===== config.mk =====
export PLATFORM = sky130hd
export DESIGN_NAME = gptmc_regs
export DESIGN_NICKNAME = d
export VERILOG_FILES = /design/src/hdl/gptmc_pkg.sv /design/src/hdl/gptmc_half_decode.sv /design/src/hdl/gptmc_regs.sv
export VERILOG_INCLUDE_DIRS = /design/src /design/src/hdl
export SDC_FILE = /design/constraint.sdc
export NUM_CORES = 1
export LEC_CHECK = 0
export BUFFER_PORTS_ARGS = -buffer_cell sky130_fd_sc_hd__buf_2
export CAP_MARGIN = 0
export CORE_AREA = 5 5 77 79
export CTS_CLUSTER_SIZE = 12
export DETAILED_ROUTE_END_ITERATION = 10
export DIE_AREA = 0 0 82 84
export PLACE_DENSITY = 0.86
export SYNTH_ARGS = -nofsm -noshare
export SYNTH_HDL_FRONTEND = slang
export SYNTH_SLANG_ARGS = --single-unit

===== constraint.sdc =====
create_clock -name pclk -period 2.3 [get_ports pclk]
set_input_delay 0.345 -clock pclk [delete_from_list [all_inputs] [get_ports pclk]]
set_output_delay 0.345 -clock pclk [all_outputs]
set_load 0.005 [all_outputs]

===== src/hdl/gptmc_consts.svh =====
// gptmc_consts.svh: register offsets, field positions and reset values
// assumes: included by bare name from the package and the design modules
`ifndef GPTMC_CONSTS_SVH
`define GPTMC_CONSTS_SVH

// ************************************************************
// register byte offsets
// ************************************************************
`define GPTMC_OFS_CFG       12'h000
`define GPTMC_OFS_AMODE     12'h004
`define GPTMC_OFS_BMODE     12'h008
`define GPTMC_OFS_CTL       12'h00c

// ************************************************************
// configuration field encodings
// ************************************************************
`define GPTMC_CFG_W         3
`define GPTMC_CFG_32TIMER   3'h0
`define GPTMC_CFG_32RTC     3'h1

// ************************************************************
// mode register field positions
// ************************************************************
`define GPTMC_MODE_W        4
`define GPTMC_MODE_ALT_BIT  3
`define GPTMC_MODE_CAP_BIT  2
`define GPTMC_MF_ONESHOT    2'h1
`define GPTMC_MF_PERIODIC   2'h2
`define GPTMC_MF_CAPTURE    2'h3

// ************************************************************
// control register layout
// ************************************************************
`define GPTMC_CTL_MASK      32'h00006f7f
`define GPTMC_CTL_B_LSB     8
`define GPTMC_CTL_RTC_BIT   4
`define GPTMC_EDGE_POS      2'h0
`define GPTMC_EDGE_NEG      2'h1
`define GPTMC_EDGE_BOTH     2'h3

// ************************************************************
// reset values
// ************************************************************
`define GPTMC_RST_CFG       3'h0
`define GPTMC_RST_MODE      4'h0
`define GPTMC_RST_CTL       32'h00000000

`endif


===== src/hdl/gptmc_pkg.sv =====
// gptmc_pkg.sv: types shared by the timer control register block
// assumes: gptmc_consts.svh is on the include path
`default_nettype none
package gptmc_pkg;
  `include "gptmc_consts.svh"

  // decoded global configuration
  typedef enum logic [2:0] {
    GPTMC_G_32TIMER = 3'h1,
    GPTMC_G_32RTC   = 3'h2,
    GPTMC_G_SPLIT16 = 3'h4
  } gptmc_gmode_t;

  // decoded function of one half
  typedef enum logic [5:0] {
    GPTMC_F_IDLE     = 6'h01,
    GPTMC_F_ONESHOT  = 6'h02,
    GPTMC_F_PERIODIC = 6'h04,
    GPTMC_F_CAPCOUNT = 6'h08,
    GPTMC_F_CAPTIME  = 6'h10,
    GPTMC_F_PWM      = 6'h20
  } gptmc_func_t;

  // per-half control fields, same order as the control byte
  typedef struct packed {
    logic       pwm_invert;
    logic       trigger_enable;
    logic [1:0] edge_select;
    logic       stall_enable;
    logic       enable;
  } gptmc_half_ctl_t;

  // decoded steering for one half
  typedef struct packed {
    gptmc_func_t func;
    logic        enable;
    logic        stall_enable;
    logic        trigger_enable;
    logic        pwm_invert;
    logic        edge_pos;
    logic        edge_neg;
  } gptmc_half_cfg_t;
endpackage
`default_nettype wire


===== src/hdl/gptmc_half_decode.sv =====
// gptmc_half_decode.sv: turns one half's mode nibble and control fields into steering
// assumes: inputs come straight from registers on the same clock
`default_nettype none
// the guard makes this harmless when the package already pulled it in
`include "gptmc_consts.svh"
module gptmc_half_decode
  import gptmc_pkg::*;
(
  input  wire logic [3:0]      mode,      // stored mode nibble
  input  wire gptmc_half_ctl_t ctl,       // stored control fields
  output gptmc_half_cfg_t      cfg        // decoded steering
);
  // ************************************************************
  // field split
  // ************************************************************
  wire logic [1:0] mode_field   = mode[1:0];
  wire logic       capture_type = mode[`GPTMC_MODE_CAP_BIT];
  wire logic       alt_select   = mode[`GPTMC_MODE_ALT_BIT];

  // pwm needs alt set, capture type clear and periodic field
  wire logic is_pwm = alt_select && !capture_type
                      && (mode_field == `GPTMC_MF_PERIODIC);
  // capture runs only with alt clear and capture field
  wire logic is_cap = !alt_select && (mode_field == `GPTMC_MF_CAPTURE);

  gptmc_func_t func;
  // mode field decode; reserved 0x0 and odd combinations leave the half idle
  always_comb begin
    if (is_pwm) begin
      func = GPTMC_F_PWM;
    end else if (is_cap) begin
      func = capture_type ? GPTMC_F_CAPTIME : GPTMC_F_CAPCOUNT;
    end else if (!alt_select && mode_field == `GPTMC_MF_ONESHOT) begin
      func = GPTMC_F_ONESHOT;
    end else if (!alt_select && mode_field == `GPTMC_MF_PERIODIC) begin
      func = GPTMC_F_PERIODIC;
    end else begin
      func = GPTMC_F_IDLE;
    end
  end

  // edge select: 00 pos, 01 neg, 11 both, 10 reserved answers none
  wire logic e_pos  = (ctl.edge_select == `GPTMC_EDGE_POS);
  wire logic e_neg  = (ctl.edge_select == `GPTMC_EDGE_NEG);
  wire logic e_both = (ctl.edge_select == `GPTMC_EDGE_BOTH);

  assign cfg = '{func:           func,
                 enable:         ctl.enable,
                 stall_enable:   ctl.stall_enable,
                 trigger_enable: ctl.trigger_enable,
                 pwm_invert:     ctl.pwm_invert,
                 edge_pos:       e_pos || e_both,
                 edge_neg:       e_neg || e_both};
endmodule
`default_nettype wire


===== src/hdl/gptmc_regs.sv =====
// gptmc_regs.sv: configuration, mode and control registers of a two-half timer
// assumes: apb master on pclk; counting datapath sits outside and reads the
// decoded steering outputs below
//
// Added by the designer: the APB register port.
`default_nettype none
// the guard makes this harmless when the package already pulled it in
`include "gptmc_consts.svh"
module gptmc_regs
  import gptmc_pkg::*;
(
  input  wire logic        pclk,              // system clock, 50 MHz
  input  wire logic        presetn,           // async reset, active low
  input  wire logic        psel,              // apb select
  input  wire logic        penable,           // apb access phase
  input  wire logic        pwrite,            // apb direction
  input  wire logic [11:0] paddr,             // apb byte address
  input  wire logic [31:0] pwdata,            // apb write data
  input  wire logic [3:0]  pstrb,             // apb byte strobes
  output logic      [31:0] prdata,            // apb read data
  output logic             pready,            // apb ready
  output logic             pslverr,           // apb error
  output gptmc_gmode_t     global_mode,       // decoded global configuration
  output logic             rtc_count_enable,  // rtc counting enabled
  output gptmc_half_cfg_t  half_a_cfg,        // steering for half a
  output gptmc_half_cfg_t  half_b_cfg         // steering for half b
);
  // ************************************************************
  // stored fields
  // ************************************************************
  logic [2:0]  global_config_field;  // configuration field
  logic [3:0]  half_a_mode_reg;      // half a mode nibble
  logic [3:0]  half_b_mode_reg;      // half b mode nibble
  logic [31:0] timer_control_reg;    // control, only writable bits held

  // ************************************************************
  // apb decode
  // ************************************************************
  // zero wait state: the slave answers in the first access cycle
  wire logic setup_ok  = psel && !penable;
  wire logic access    = psel && penable;
  wire logic wr_access = access && pwrite;
  wire logic sel_cfg   = (paddr == `GPTMC_OFS_CFG);
  wire logic sel_amode = (paddr == `GPTMC_OFS_AMODE);
  wire logic sel_bmode = (paddr == `GPTMC_OFS_BMODE);
  wire logic sel_ctl   = (paddr == `GPTMC_OFS_CTL);
  wire logic sel_any   = sel_cfg || sel_amode || sel_bmode || sel_ctl;

  // byte-lane merge; bits outside the writable mask never change
  wire logic [31:0] lane_mask = {{8{pstrb[3]}}, {8{pstrb[2]}},
                                 {8{pstrb[1]}}, {8{pstrb[0]}}};
  wire logic [31:0] ctl_merge = ((timer_control_reg & ~lane_mask)
                                 | (pwdata & lane_mask)) & `GPTMC_CTL_MASK;

  assign pready  = 1'h1;
  // an unmapped address completes with an error and stores nothing
  assign pslverr = access && !sel_any;

  // ************************************************************
  // register writes
  // ************************************************************
  // all fields clear under reset
  always_ff @(posedge pclk or negedge presetn) begin
    if (!presetn) begin
      global_config_field <= `GPTMC_RST_CFG;
      half_a_mode_reg     <= `GPTMC_RST_MODE;
      half_b_mode_reg     <= `GPTMC_RST_MODE;
      timer_control_reg   <= `GPTMC_RST_CTL;
    end else if (wr_access && pstrb[0]) begin
      // only low lane carries cfg and mode fields
      if (sel_cfg) begin
        global_config_field <= pwdata[2:0];
      end else if (sel_amode) begin
        half_a_mode_reg <= pwdata[3:0];
      end else if (sel_bmode) begin
        half_b_mode_reg <= pwdata[3:0];
      end else if (sel_ctl) begin
        timer_control_reg <= ctl_merge;
      end
    end else if (wr_access && sel_ctl) begin
      // high lane only: half b fields
      timer_control_reg <= ctl_merge;
    end
  end

  // ************************************************************
  // read data
  // ************************************************************
  // reads are pure: no field changes on a read
  wire logic [31:0] rd_mux =
    sel_cfg   ? {29'h0000000, global_config_field} :
    sel_amode ? {28'h0000000, half_a_mode_reg}     :
    sel_bmode ? {28'h0000000, half_b_mode_reg}     :
    sel_ctl   ? timer_control_reg                  : 32'h00000000;

  // data output from a flop, loaded in the setup cycle for the access
  always_ff @(posedge pclk or negedge presetn) begin
    if (!presetn) begin
      prdata <= 32'h00000000;
    end else if (setup_ok && !pwrite) begin
      prdata <= rd_mux;
    end
  end

  // ************************************************************
  // global configuration decode
  // ************************************************************
  // reserved 0x2/0x3 are left to software to avoid; treated as 32-bit timer
  always_comb begin
    if (global_config_field[2]) begin
      global_mode = GPTMC_G_SPLIT16;
    end else if (global_config_field == `GPTMC_CFG_32RTC) begin
      global_mode = GPTMC_G_32RTC;
    end else begin
      global_mode = GPTMC_G_32TIMER;
    end
  end

  wire logic split16 = (global_mode == GPTMC_G_SPLIT16);

  assign rtc_count_enable = timer_control_reg[`GPTMC_CTL_RTC_BIT];

  // ************************************************************
  // per-half decode
  // ************************************************************
  gptmc_half_ctl_t a_ctl;  // half a fields, low byte
  gptmc_half_ctl_t b_ctl;  // half b fields, next byte
  assign a_ctl = '{pwm_invert:     timer_control_reg[6],
                   trigger_enable: timer_control_reg[5],
                   edge_select:    timer_control_reg[3:2],
                   stall_enable:   timer_control_reg[1],
                   enable:         timer_control_reg[0]};
  assign b_ctl = '{pwm_invert:     timer_control_reg[14],
                   trigger_enable: timer_control_reg[13],
                   edge_select:    timer_control_reg[11:10],
                   stall_enable:   timer_control_reg[9],
                   enable:         timer_control_reg[8]};

  // in 32-bit configuration half b follows half a's mode
  wire logic [3:0] b_mode_used = split16 ? half_b_mode_reg : half_a_mode_reg;

  gptmc_half_decode u_dec_a (
    .mode (half_a_mode_reg),
    .ctl  (a_ctl),
    .cfg  (half_a_cfg)
  );

  gptmc_half_decode u_dec_b (
    .mode (b_mode_used),
    .ctl  (b_ctl),
    .cfg  (half_b_cfg)
  );

  // ************************************************************
  // checks
  // ************************************************************
  AST_CFG_ZERO_32: assert property (@(posedge pclk) disable iff (!presetn)
    (global_config_field == 3'h0) |-> (global_mode == GPTMC_G_32TIMER))
    else $error("config 0 did not give 32-bit timer");

  AST_CFG_ONE_RTC: assert property (@(posedge pclk) disable iff (!presetn)
    (global_config_field == 3'h1) |-> (global_mode == GPTMC_G_32RTC))
    else $error("config 1 did not give rtc");

  AST_CFG_SPLIT: assert property (@(posedge pclk) disable iff (!presetn)
    global_config_field[2] |-> (global_mode == GPTMC_G_SPLIT16))
    else $error("config 4-7 did not split");

  AST_CFG_WRITE: assert property (@(posedge pclk) disable iff (!presetn)
    (wr_access && sel_cfg && pstrb[0]) |=> (global_config_field == $past(pwdata[2:0])))
    else $error("config write lost");

  AST_CTL_RESERVED: assert property (@(posedge pclk) disable iff (!presetn)
    (timer_control_reg & ~`GPTMC_CTL_MASK) == 32'h00000000)
    else $error("reserved control bit set");

  AST_PWM_DECODE: assert property (@(posedge pclk) disable iff (!presetn)
    (half_a_mode_reg == 4'ha) |-> (half_a_cfg.func == GPTMC_F_PWM))
    else $error("pwm decode wrong");

  AST_CAP_TIME: assert property (@(posedge pclk) disable iff (!presetn)
    (half_a_mode_reg == 4'h7) |-> (half_a_cfg.func == GPTMC_F_CAPTIME))
    else $error("edge-time decode wrong");

  AST_ONESHOT: assert property (@(posedge pclk) disable iff (!presetn)
    (half_a_mode_reg == 4'h1) |-> (half_a_cfg.func == GPTMC_F_ONESHOT))
    else $error("oneshot decode wrong");

  AST_B_IGNORED: assert property (@(posedge pclk) disable iff (!presetn)
    !split16 |-> (half_b_cfg.func == half_a_cfg.func))
    else $error("half b mode not ignored in 32-bit");

  AST_B_ENABLE: assert property (@(posedge pclk) disable iff (!presetn)
    (wr_access && sel_ctl && pstrb[1]) |=> (half_b_cfg.enable == $past(pwdata[8])))
    else $error("half b enable not written");

  AST_B_EDGE: assert property (@(posedge pclk) disable iff (!presetn)
    (timer_control_reg[11:10] == 2'h2) |-> !(half_b_cfg.edge_pos || half_b_cfg.edge_neg))
    else $error("reserved edge code selected an edge");

  AST_RTC_EN: assert property (@(posedge pclk) disable iff (!presetn)
    (wr_access && sel_ctl && pstrb[0]) |=> (rtc_count_enable == $past(pwdata[4])))
    else $error("rtc enable not written");

  AST_READ_CLEAN: assert property (@(posedge pclk) disable iff (!presetn)
    (access && !pwrite) |=> $stable(timer_control_reg) && $stable(global_config_field))
    else $error("read changed a register");

  // ************************************************************
  // checks on decoded modes and written fields
  // ************************************************************
  // remaining mode field codes of half a
  AST_PERIODIC: assert property (@(posedge pclk) disable iff (!presetn)
    (half_a_mode_reg == 4'h2) |-> (half_a_cfg.func == GPTMC_F_PERIODIC))
    else $error("periodic decode wrong");

  AST_CAP_COUNT: assert property (@(posedge pclk) disable iff (!presetn)
    (half_a_mode_reg == 4'h3) |-> (half_a_cfg.func == GPTMC_F_CAPCOUNT))
    else $error("edge-count decode wrong");

  // in split configuration half b must follow its own nibble, not half a's
  AST_B_OWN_MODE: assert property (@(posedge pclk) disable iff (!presetn)
    (split16 && (half_b_mode_reg == 4'h7)) |-> (half_b_cfg.func == GPTMC_F_CAPTIME))
    else $error("half b own mode not used");

  AST_B_PWM: assert property (@(posedge pclk) disable iff (!presetn)
    (split16 && (half_b_mode_reg == 4'ha)) |-> (half_b_cfg.func == GPTMC_F_PWM))
    else $error("half b pwm decode wrong");

  AST_BMODE_WRITE: assert property (@(posedge pclk) disable iff (!presetn)
    (wr_access && sel_bmode && pstrb[0]) |=> (half_b_mode_reg == $past(pwdata[3:0])))
    else $error("half b mode write lost");

  // half b control bits land on the matching steering outputs
  AST_B_INVERT: assert property (@(posedge pclk) disable iff (!presetn)
    (wr_access && sel_ctl && pstrb[1]) |=> (half_b_cfg.pwm_invert == $past(pwdata[14])))
    else $error("half b pwm invert not written");

  AST_B_TRIGGER: assert property (@(posedge pclk) disable iff (!presetn)
    (wr_access && sel_ctl && pstrb[1]) |=> (half_b_cfg.trigger_enable == $past(pwdata[13])))
    else $error("half b trigger not written");

  AST_B_STALL: assert property (@(posedge pclk) disable iff (!presetn)
    (wr_access && sel_ctl && pstrb[1]) |=> (half_b_cfg.stall_enable == $past(pwdata[9])))
    else $error("half b stall not written");

  AST_B_NEG: assert property (@(posedge pclk) disable iff (!presetn)
    (timer_control_reg[11:10] == 2'h1) |-> (half_b_cfg.edge_neg && !half_b_cfg.edge_pos))
    else $error("half b negative edge wrong");

  // half a fields sit in the low byte in the same order
  AST_A_FIELDS: assert property (@(posedge pclk) disable iff (!presetn)
    (wr_access && sel_ctl && pstrb[0]) |=>
      ((half_a_cfg.enable == $past(pwdata[0])) && (half_a_cfg.stall_enable == $past(pwdata[1]))
       && (half_a_cfg.trigger_enable == $past(pwdata[5]))
       && (half_a_cfg.pwm_invert == $past(pwdata[6]))))
    else $error("half a control fields not written");

  AST_A_EDGE: assert property (@(posedge pclk) disable iff (!presetn)
    (timer_control_reg[3:2] == 2'h3) |-> (half_a_cfg.edge_pos && half_a_cfg.edge_neg))
    else $error("half a both edges wrong");

  // byte strobes: an unstrobed lane keeps what it held
  AST_CFG_STRB: assert property (@(posedge pclk) disable iff (!presetn)
    (wr_access && sel_cfg && !pstrb[0]) |=> $stable(global_config_field))
    else $error("config changed without its lane");

  AST_CTL_LANE: assert property (@(posedge pclk) disable iff (!presetn)
    (wr_access && sel_ctl && !pstrb[1]) |=> (timer_control_reg[15:8] == $past(timer_control_reg[15:8])))
    else $error("control high byte changed without its lane");

  // an unmapped write must not alias onto any register
  AST_NO_STORE: assert property (@(posedge pclk) disable iff (!presetn)
    (wr_access && !sel_any) |=> ($stable(timer_control_reg) && $stable(global_config_field)
                                 && $stable(half_a_mode_reg) && $stable(half_b_mode_reg)))
    else $error("unmapped write stored a field");

  // read data is the stored field, taken in the setup cycle
  AST_READ_CFG: assert property (@(posedge pclk) disable iff (!presetn)
    (setup_ok && !pwrite && sel_cfg) |=> (prdata == {29'h0000000, $past(global_config_field)}))
    else $error("config read data wrong");

  // no disable here: this one watches the reset itself; one edge of reset
  // is enough for every field to read zero at the next edge
  AST_RESET_ZERO: assert property (@(posedge pclk)
    !presetn |=> ((global_config_field == 3'h0) && (half_a_mode_reg == 4'h0)
                  && (half_b_mode_reg == 4'h0) && (timer_control_reg == 32'h00000000)
                  && (prdata == 32'h00000000)))
    else $error("field not zero after reset");
endmodule
`default_nettype wire


After elaboration in Yosys (flattened, before gate mapping)
Cells that the tools add are included.
- logic and storage cells: 92
- bits in registers: 75
- output and inout port bits: 62
- input bits: 53
- bitwise logic cells: 6
- eq/ne operators: 19
- mux-type cells: 23
- reduce and logical (&&, ||, !) cells: 39
- operators by type and width (cell ; count):
    2-to-1 mux 32 bit ; 10
    2-to-1 mux 6 bit ; 6
    AND 15 bit ; 2
    == test 12 x 4 -> 1 bit (second input constant) ; 2
    logical AND 1 bit ; 17
    inverter 15 bit ; 1
    OR 15 bit ; 1
    == test 12 x 3 -> 1 bit (second input constant) ; 1
    == test 2 bit (second input constant) ; 6
    logical NOT 12 bit ; 1
    2-to-1 mux 5 bit ; 2
    2-to-1 mux 3 bit ; 3
    == test 2 x 1 -> 1 bit (second input constant) ; 4
    != test 2 bit (second input constant) ; 4
    logical NOT 1 bit ; 7
    logical OR 1 bit ; 7
    AND reduction 5 bit ; 1
    logical NOT 2 bit ; 2
    2-to-1 mux 4 bit ; 1
    AND reduction 4 bit ; 1
    == test 3 x 1 -> 1 bit (second input constant) ; 1
    == test 3 bit (second input constant) ; 1
    AND reduction 3 bit ; 1
    2-to-1 mux 2 bit ; 1
    other kinds (3) ; 4

Longest topological paths before layout
- word-level depth: 11
- depth in mapped cells: 5

Modules after synthesis
A second synthesis with hierarchy kept.
- cells, all modules: 176
- area total of the unflattened synthesis: 2159.6 µm²
- by module, submodules not included (module ; area an instance (µm²) ; sequential area each (µm²) ; cells each ; times used):
    gptmc_regs ; 1901.8 ; 925.9 ; 142 ; 1
    gptmc_half_decode ; 128.9 ; 0.0 ; 17 ; 2

Worst setup path before layout
Ideal clock, no wire load.
- path type: in2reg
- start point: input paddr[7]
- end point: register global_config_field[0]
- path slack: 0.275 ns
- arrival: 1.900 ns
- cell stages on the path: 4
- buffers on the path: 1
- path through: or4_1 buf_4 or4_4 mux2_4
- cells in the longest elaborated chain, start to end: 2
- ends and longest elaborated chain (item ; RTL line ; text):
    start: declaration ; gptmc_regs.sv:17 ; input wire logic [11:0] paddr,
    logical NOT 12 bit (no line) ; n/a ;
    AND reduction 2 bit (no line) ; n/a ;
    end signal: assignment ; gptmc_regs.sv:65 ; global_config_field <= `GPTMC_RST_CFG;
    end signal: assignment ; gptmc_regs.sv:72 ; global_config_field <= pwdata[2:0];
    end: declaration ; gptmc_regs.sv:31 ; logic [2:0] global_config_field;
No other way between the ends.
A chain may end at the register's enable or synchronous reset.

==> impl_metrics.csv <==
group,metric,value,unit
clocking,cts_sinks,37,
route,drt_iter0_drc,50,
global_routing,grt_max_degree,38,
clocking,numCtsBuffers,5,
cells_and_area,area_growth,16.9,%
synth,yosys_register_bits,37,
floorplanning,fp.dieH,84,um
synth,synth-seq-area-share,42.0,%
route,post_drt_wl_per_cell,14.8,um
status,status,"finished clean",
global_routing,grt-ovfl-total,0,
timing,setup_tns,0,ns
timing,max_freq,481,MHz
pwr,power_frac_seq,55.2,%
floorplanning,core-area,5270,um^2
critical_path,path_max_fanout,15,
floorplanning,start_util,41.9,%
timing,finalMaxSlewViolations,0,
pwr,p_per_area,457,nW/um^2
cells_and_area,fillers,488,
route,route.detailed.drc,0,
synth,synth_area,2210,um^2
pwr,peakVddDrop,0.000219,V
placement,dp_hpwl,3.76,mm
critical_path,crit_path_end_kind,"primary output",
clocking,cts_buffer_depth,2,
floorplanning,num_rows,27,
timing,final.period_utilization,90.4,%
cells_and_area,num-nets-final,306,
critical_path,cp.required,1.96,ns
clocking,ctsHoldBuffers,0,
route,vias_per_cell,4.87,
pwr,netSwitchingPower,261,uW
timing,tightest_slew,0.834,ns
pwr,switching_share,22.1,%
timing,slew_headroom,44.4,%
pwr,pwr-share-comb,6.9,%
route,dr.max_layer_used,"met4",
clocking,cts_setup_buffers,0,
route,drt-total-wl,4.74,mm
critical_path,max_stage_delay,0.62,ns
floorplanning,die_area,6890,um^2
clocking,cts_tree,"yes",
route,firstDrtPassIters,4,
synth,ys_types,36,
pwr,power.share.clock,37.9,%
synth,netlist_instances,186,
pwr,power_leakage,0.00140,uW
floorplanning,ios,115,
route,wl_met3,382,um
global_routing,first_global_vias,1605,
critical_path,worstSetupStartpointType,"flop",
placement,port_buffers,73,
timing,finalHoldViolCount,0,
cells_and_area,n_antenna_cell,0,
global_routing,grt_pass1_wl,7.60,mm
cells_and_area,finish.utilization,48.9,%
job,cap_viol_max_count,0,
timing,fin_hold_ws,0.168,ns
critical_path,crit_type,"reg2out",
cells_and_area,drive_above_1_share,52.2,%
route,vias,1562,
clocking,htreeDepth,2,
clocking,cts_resized,0,
route,wl_met2,2.35,mm
critical_path,path_cells,"mux2_2 -> nor2_1 -> and2_1 -> buf_2",
critical_path,crit_arrival,1.73,ns
timing,fin_skew,0.00185,ns
clocking,clk_pin_slew,0.07,ns
route,drtAntennaViolNets,0,
route,met1Wirelength,2.00,mm
global_routing,antenna_found_initial,0,
global_routing,grt_usage,14.0,%
critical_path,crit_slowest_cell,"dfrtp_1",
pwr,intPower,918,uW
timing,rsz0062_at_grt,"no",
clocking,cts-root-buf,"clkbuf_8",
timing,fin_crit,2.08,ns
clocking,clock_latency,0.28,ns
synth,syn_area_per_cell,11.9,um^2
placement,gp_congestion,0.742,
floorplanning,die_w,82,um
worst_hold_path,hold_path.class,"in2async",
synth,synth_warnings,0,
timing,setup_viol,0,
final timing paths:
check,end,from,depth (start not counted),slack [ns]
worst max-delay path,half_b_cfg[11],global_config_field[2]$_DFFE_PN0P_,4,0.22
worst min-delay path,prdata[11]$_DFFE_PN0P_,presetn,1,0.17
worst max register to register,prdata[2]$_DFFE_PN0P_,global_config_field[2]$_DFFE_PN0P_,3,0.97
worst min register to register,prdata[1]$_DFFE_PN0P_,prdata[1]$_DFFE_PN0P_,2,0.48
max in group asynchronous,async pin,presetn,1,1.61
min in group pclk,flop,pwdata[11],2,0.30
worst max-delay path: cells and delay by family (launching register included):
family | cells | cell delay (ns)
flops | 1 | 0.62
mux | 1 | 0.44
simple gates | 2 | 0.29
buf+inv | 1 | 0.11
power groups by stage:
stage	combinational [uW]	clock, uW	sequential [uW]
after floorplan	57.9	0	663
after global placement	78.6	0	663
after detailed placement	81.5	0	663
after CTS	81.7	457	651
after global routing	92.7	479	651
final	81.6	447	651
kinds of logic after synthesis:
| kind of cell | count (synthesis) | share of synthesized area, % |
|---|---|---|
| fa+ha+maj | 4 | 2.27 |
| buf+inv | 47 | 13.8 |
| mux | 33 | 18.8 |
| compound gates | 22 | 7.15 |
| other cells | 2 | 0.340 |
| simple gates | 41 | 15.7 |
| flops | 37 | 42.0 |
cell type report:
type	count	area [um^2]	share of cell area, %
sequential	37	926	35.9
multi-input combinational	120	1040	40.5
clock buffer	7	86.3	3.35
tap	72	90.1	3.49
timing repair buffer	79	410	15.9
inverter	6	22.5	0.873
placed cells by master (no fill, tap or decap), types with 2 or more instances in the layout:
| master | count |
|---|---|
| mux2_4 | 3 |
| or4_4 | 2 |
| buf_4 | 6 |
| nor3b_1 | 5 |
| mux2_2 | 25 |
| ha_1 | 4 |
| inv_1 | 6 |
| o21ai_0 | 8 |
| conb_1 | 20 |
| clkbuf_8 | 6 |
| nor4_4 | 5 |
| mux4_2 | 3 |
| nand4_1 | 2 |
| or4b_2 | 2 |
| or4_1 | 3 |
| or2_2 | 3 |
| nor3_1 | 2 |
| dfrtp_1 | 37 |
| nor2_1 | 3 |
| mux2i_1 | 2 |
| nand2_1 | 6 |
| buf_2 | 73 |
| a22o_1 | 9 |
Yosys cell counts:
cell	count	area, um^2
dfrtp_1	37	926
buf_4	32	240
mux2_2	25	282
a22o_1	9	78.8
clkbuf_1	8	30.0
o21ai_0	8	40.0
inv_1	6	22.5
nand2_1	6	22.5
nor3b_1	5	37.5
nor4_4	5	106
ha_1	4	50.1
mux2_4	3	45.0
mux4_2	3	67.6
nor2_1	3	11.3
or2_2	3	18.8
or4_1	3	22.5
conb_1	2	7.51
mux2i_1	2	20.0
nand4_1	2	12.5
nor3_1	2	10.0
or4_4	2	22.5
or4b_2	2	20.0
a21oi_1	1	5.00
and2_1	1	6.26
and3b_1	1	8.76
and4b_1	1	10.0
buf_6	1	11.3
nand2b_1	1	6.26
nand3_1	1	5.00
nand4bb_1	1	11.3
nor2b_1	1	6.26
o21a_1	1	7.51
o21ba_2	1	10.0
o22ai_1	1	6.26
o311a_1	1	10.0
or3b_2	1	8.76
per-layer routing:
metal / up-vias / GRT usage [%]
li1: 741 / -
met1: 762 / 18.4
met2: 57 / 23.0
met3: 2 / 4.21
met4: 0 / 1.81
met5: - / 0
through the flow:
step                      instances  setup slack, ns  power [uW]  instance area (um^2)
after detailed placement        314            0.112         745                  2490
final                           321            0.221        1180                  2580
after global routing            321            0.102        1220                  2580
after floorplan                 204            0.275         721                  2270
after global placement          314            0.117         742                  2490
after CTS                       321            0.205        1190                  2580
Note: power is estimated with default switching activity, not from simulation.
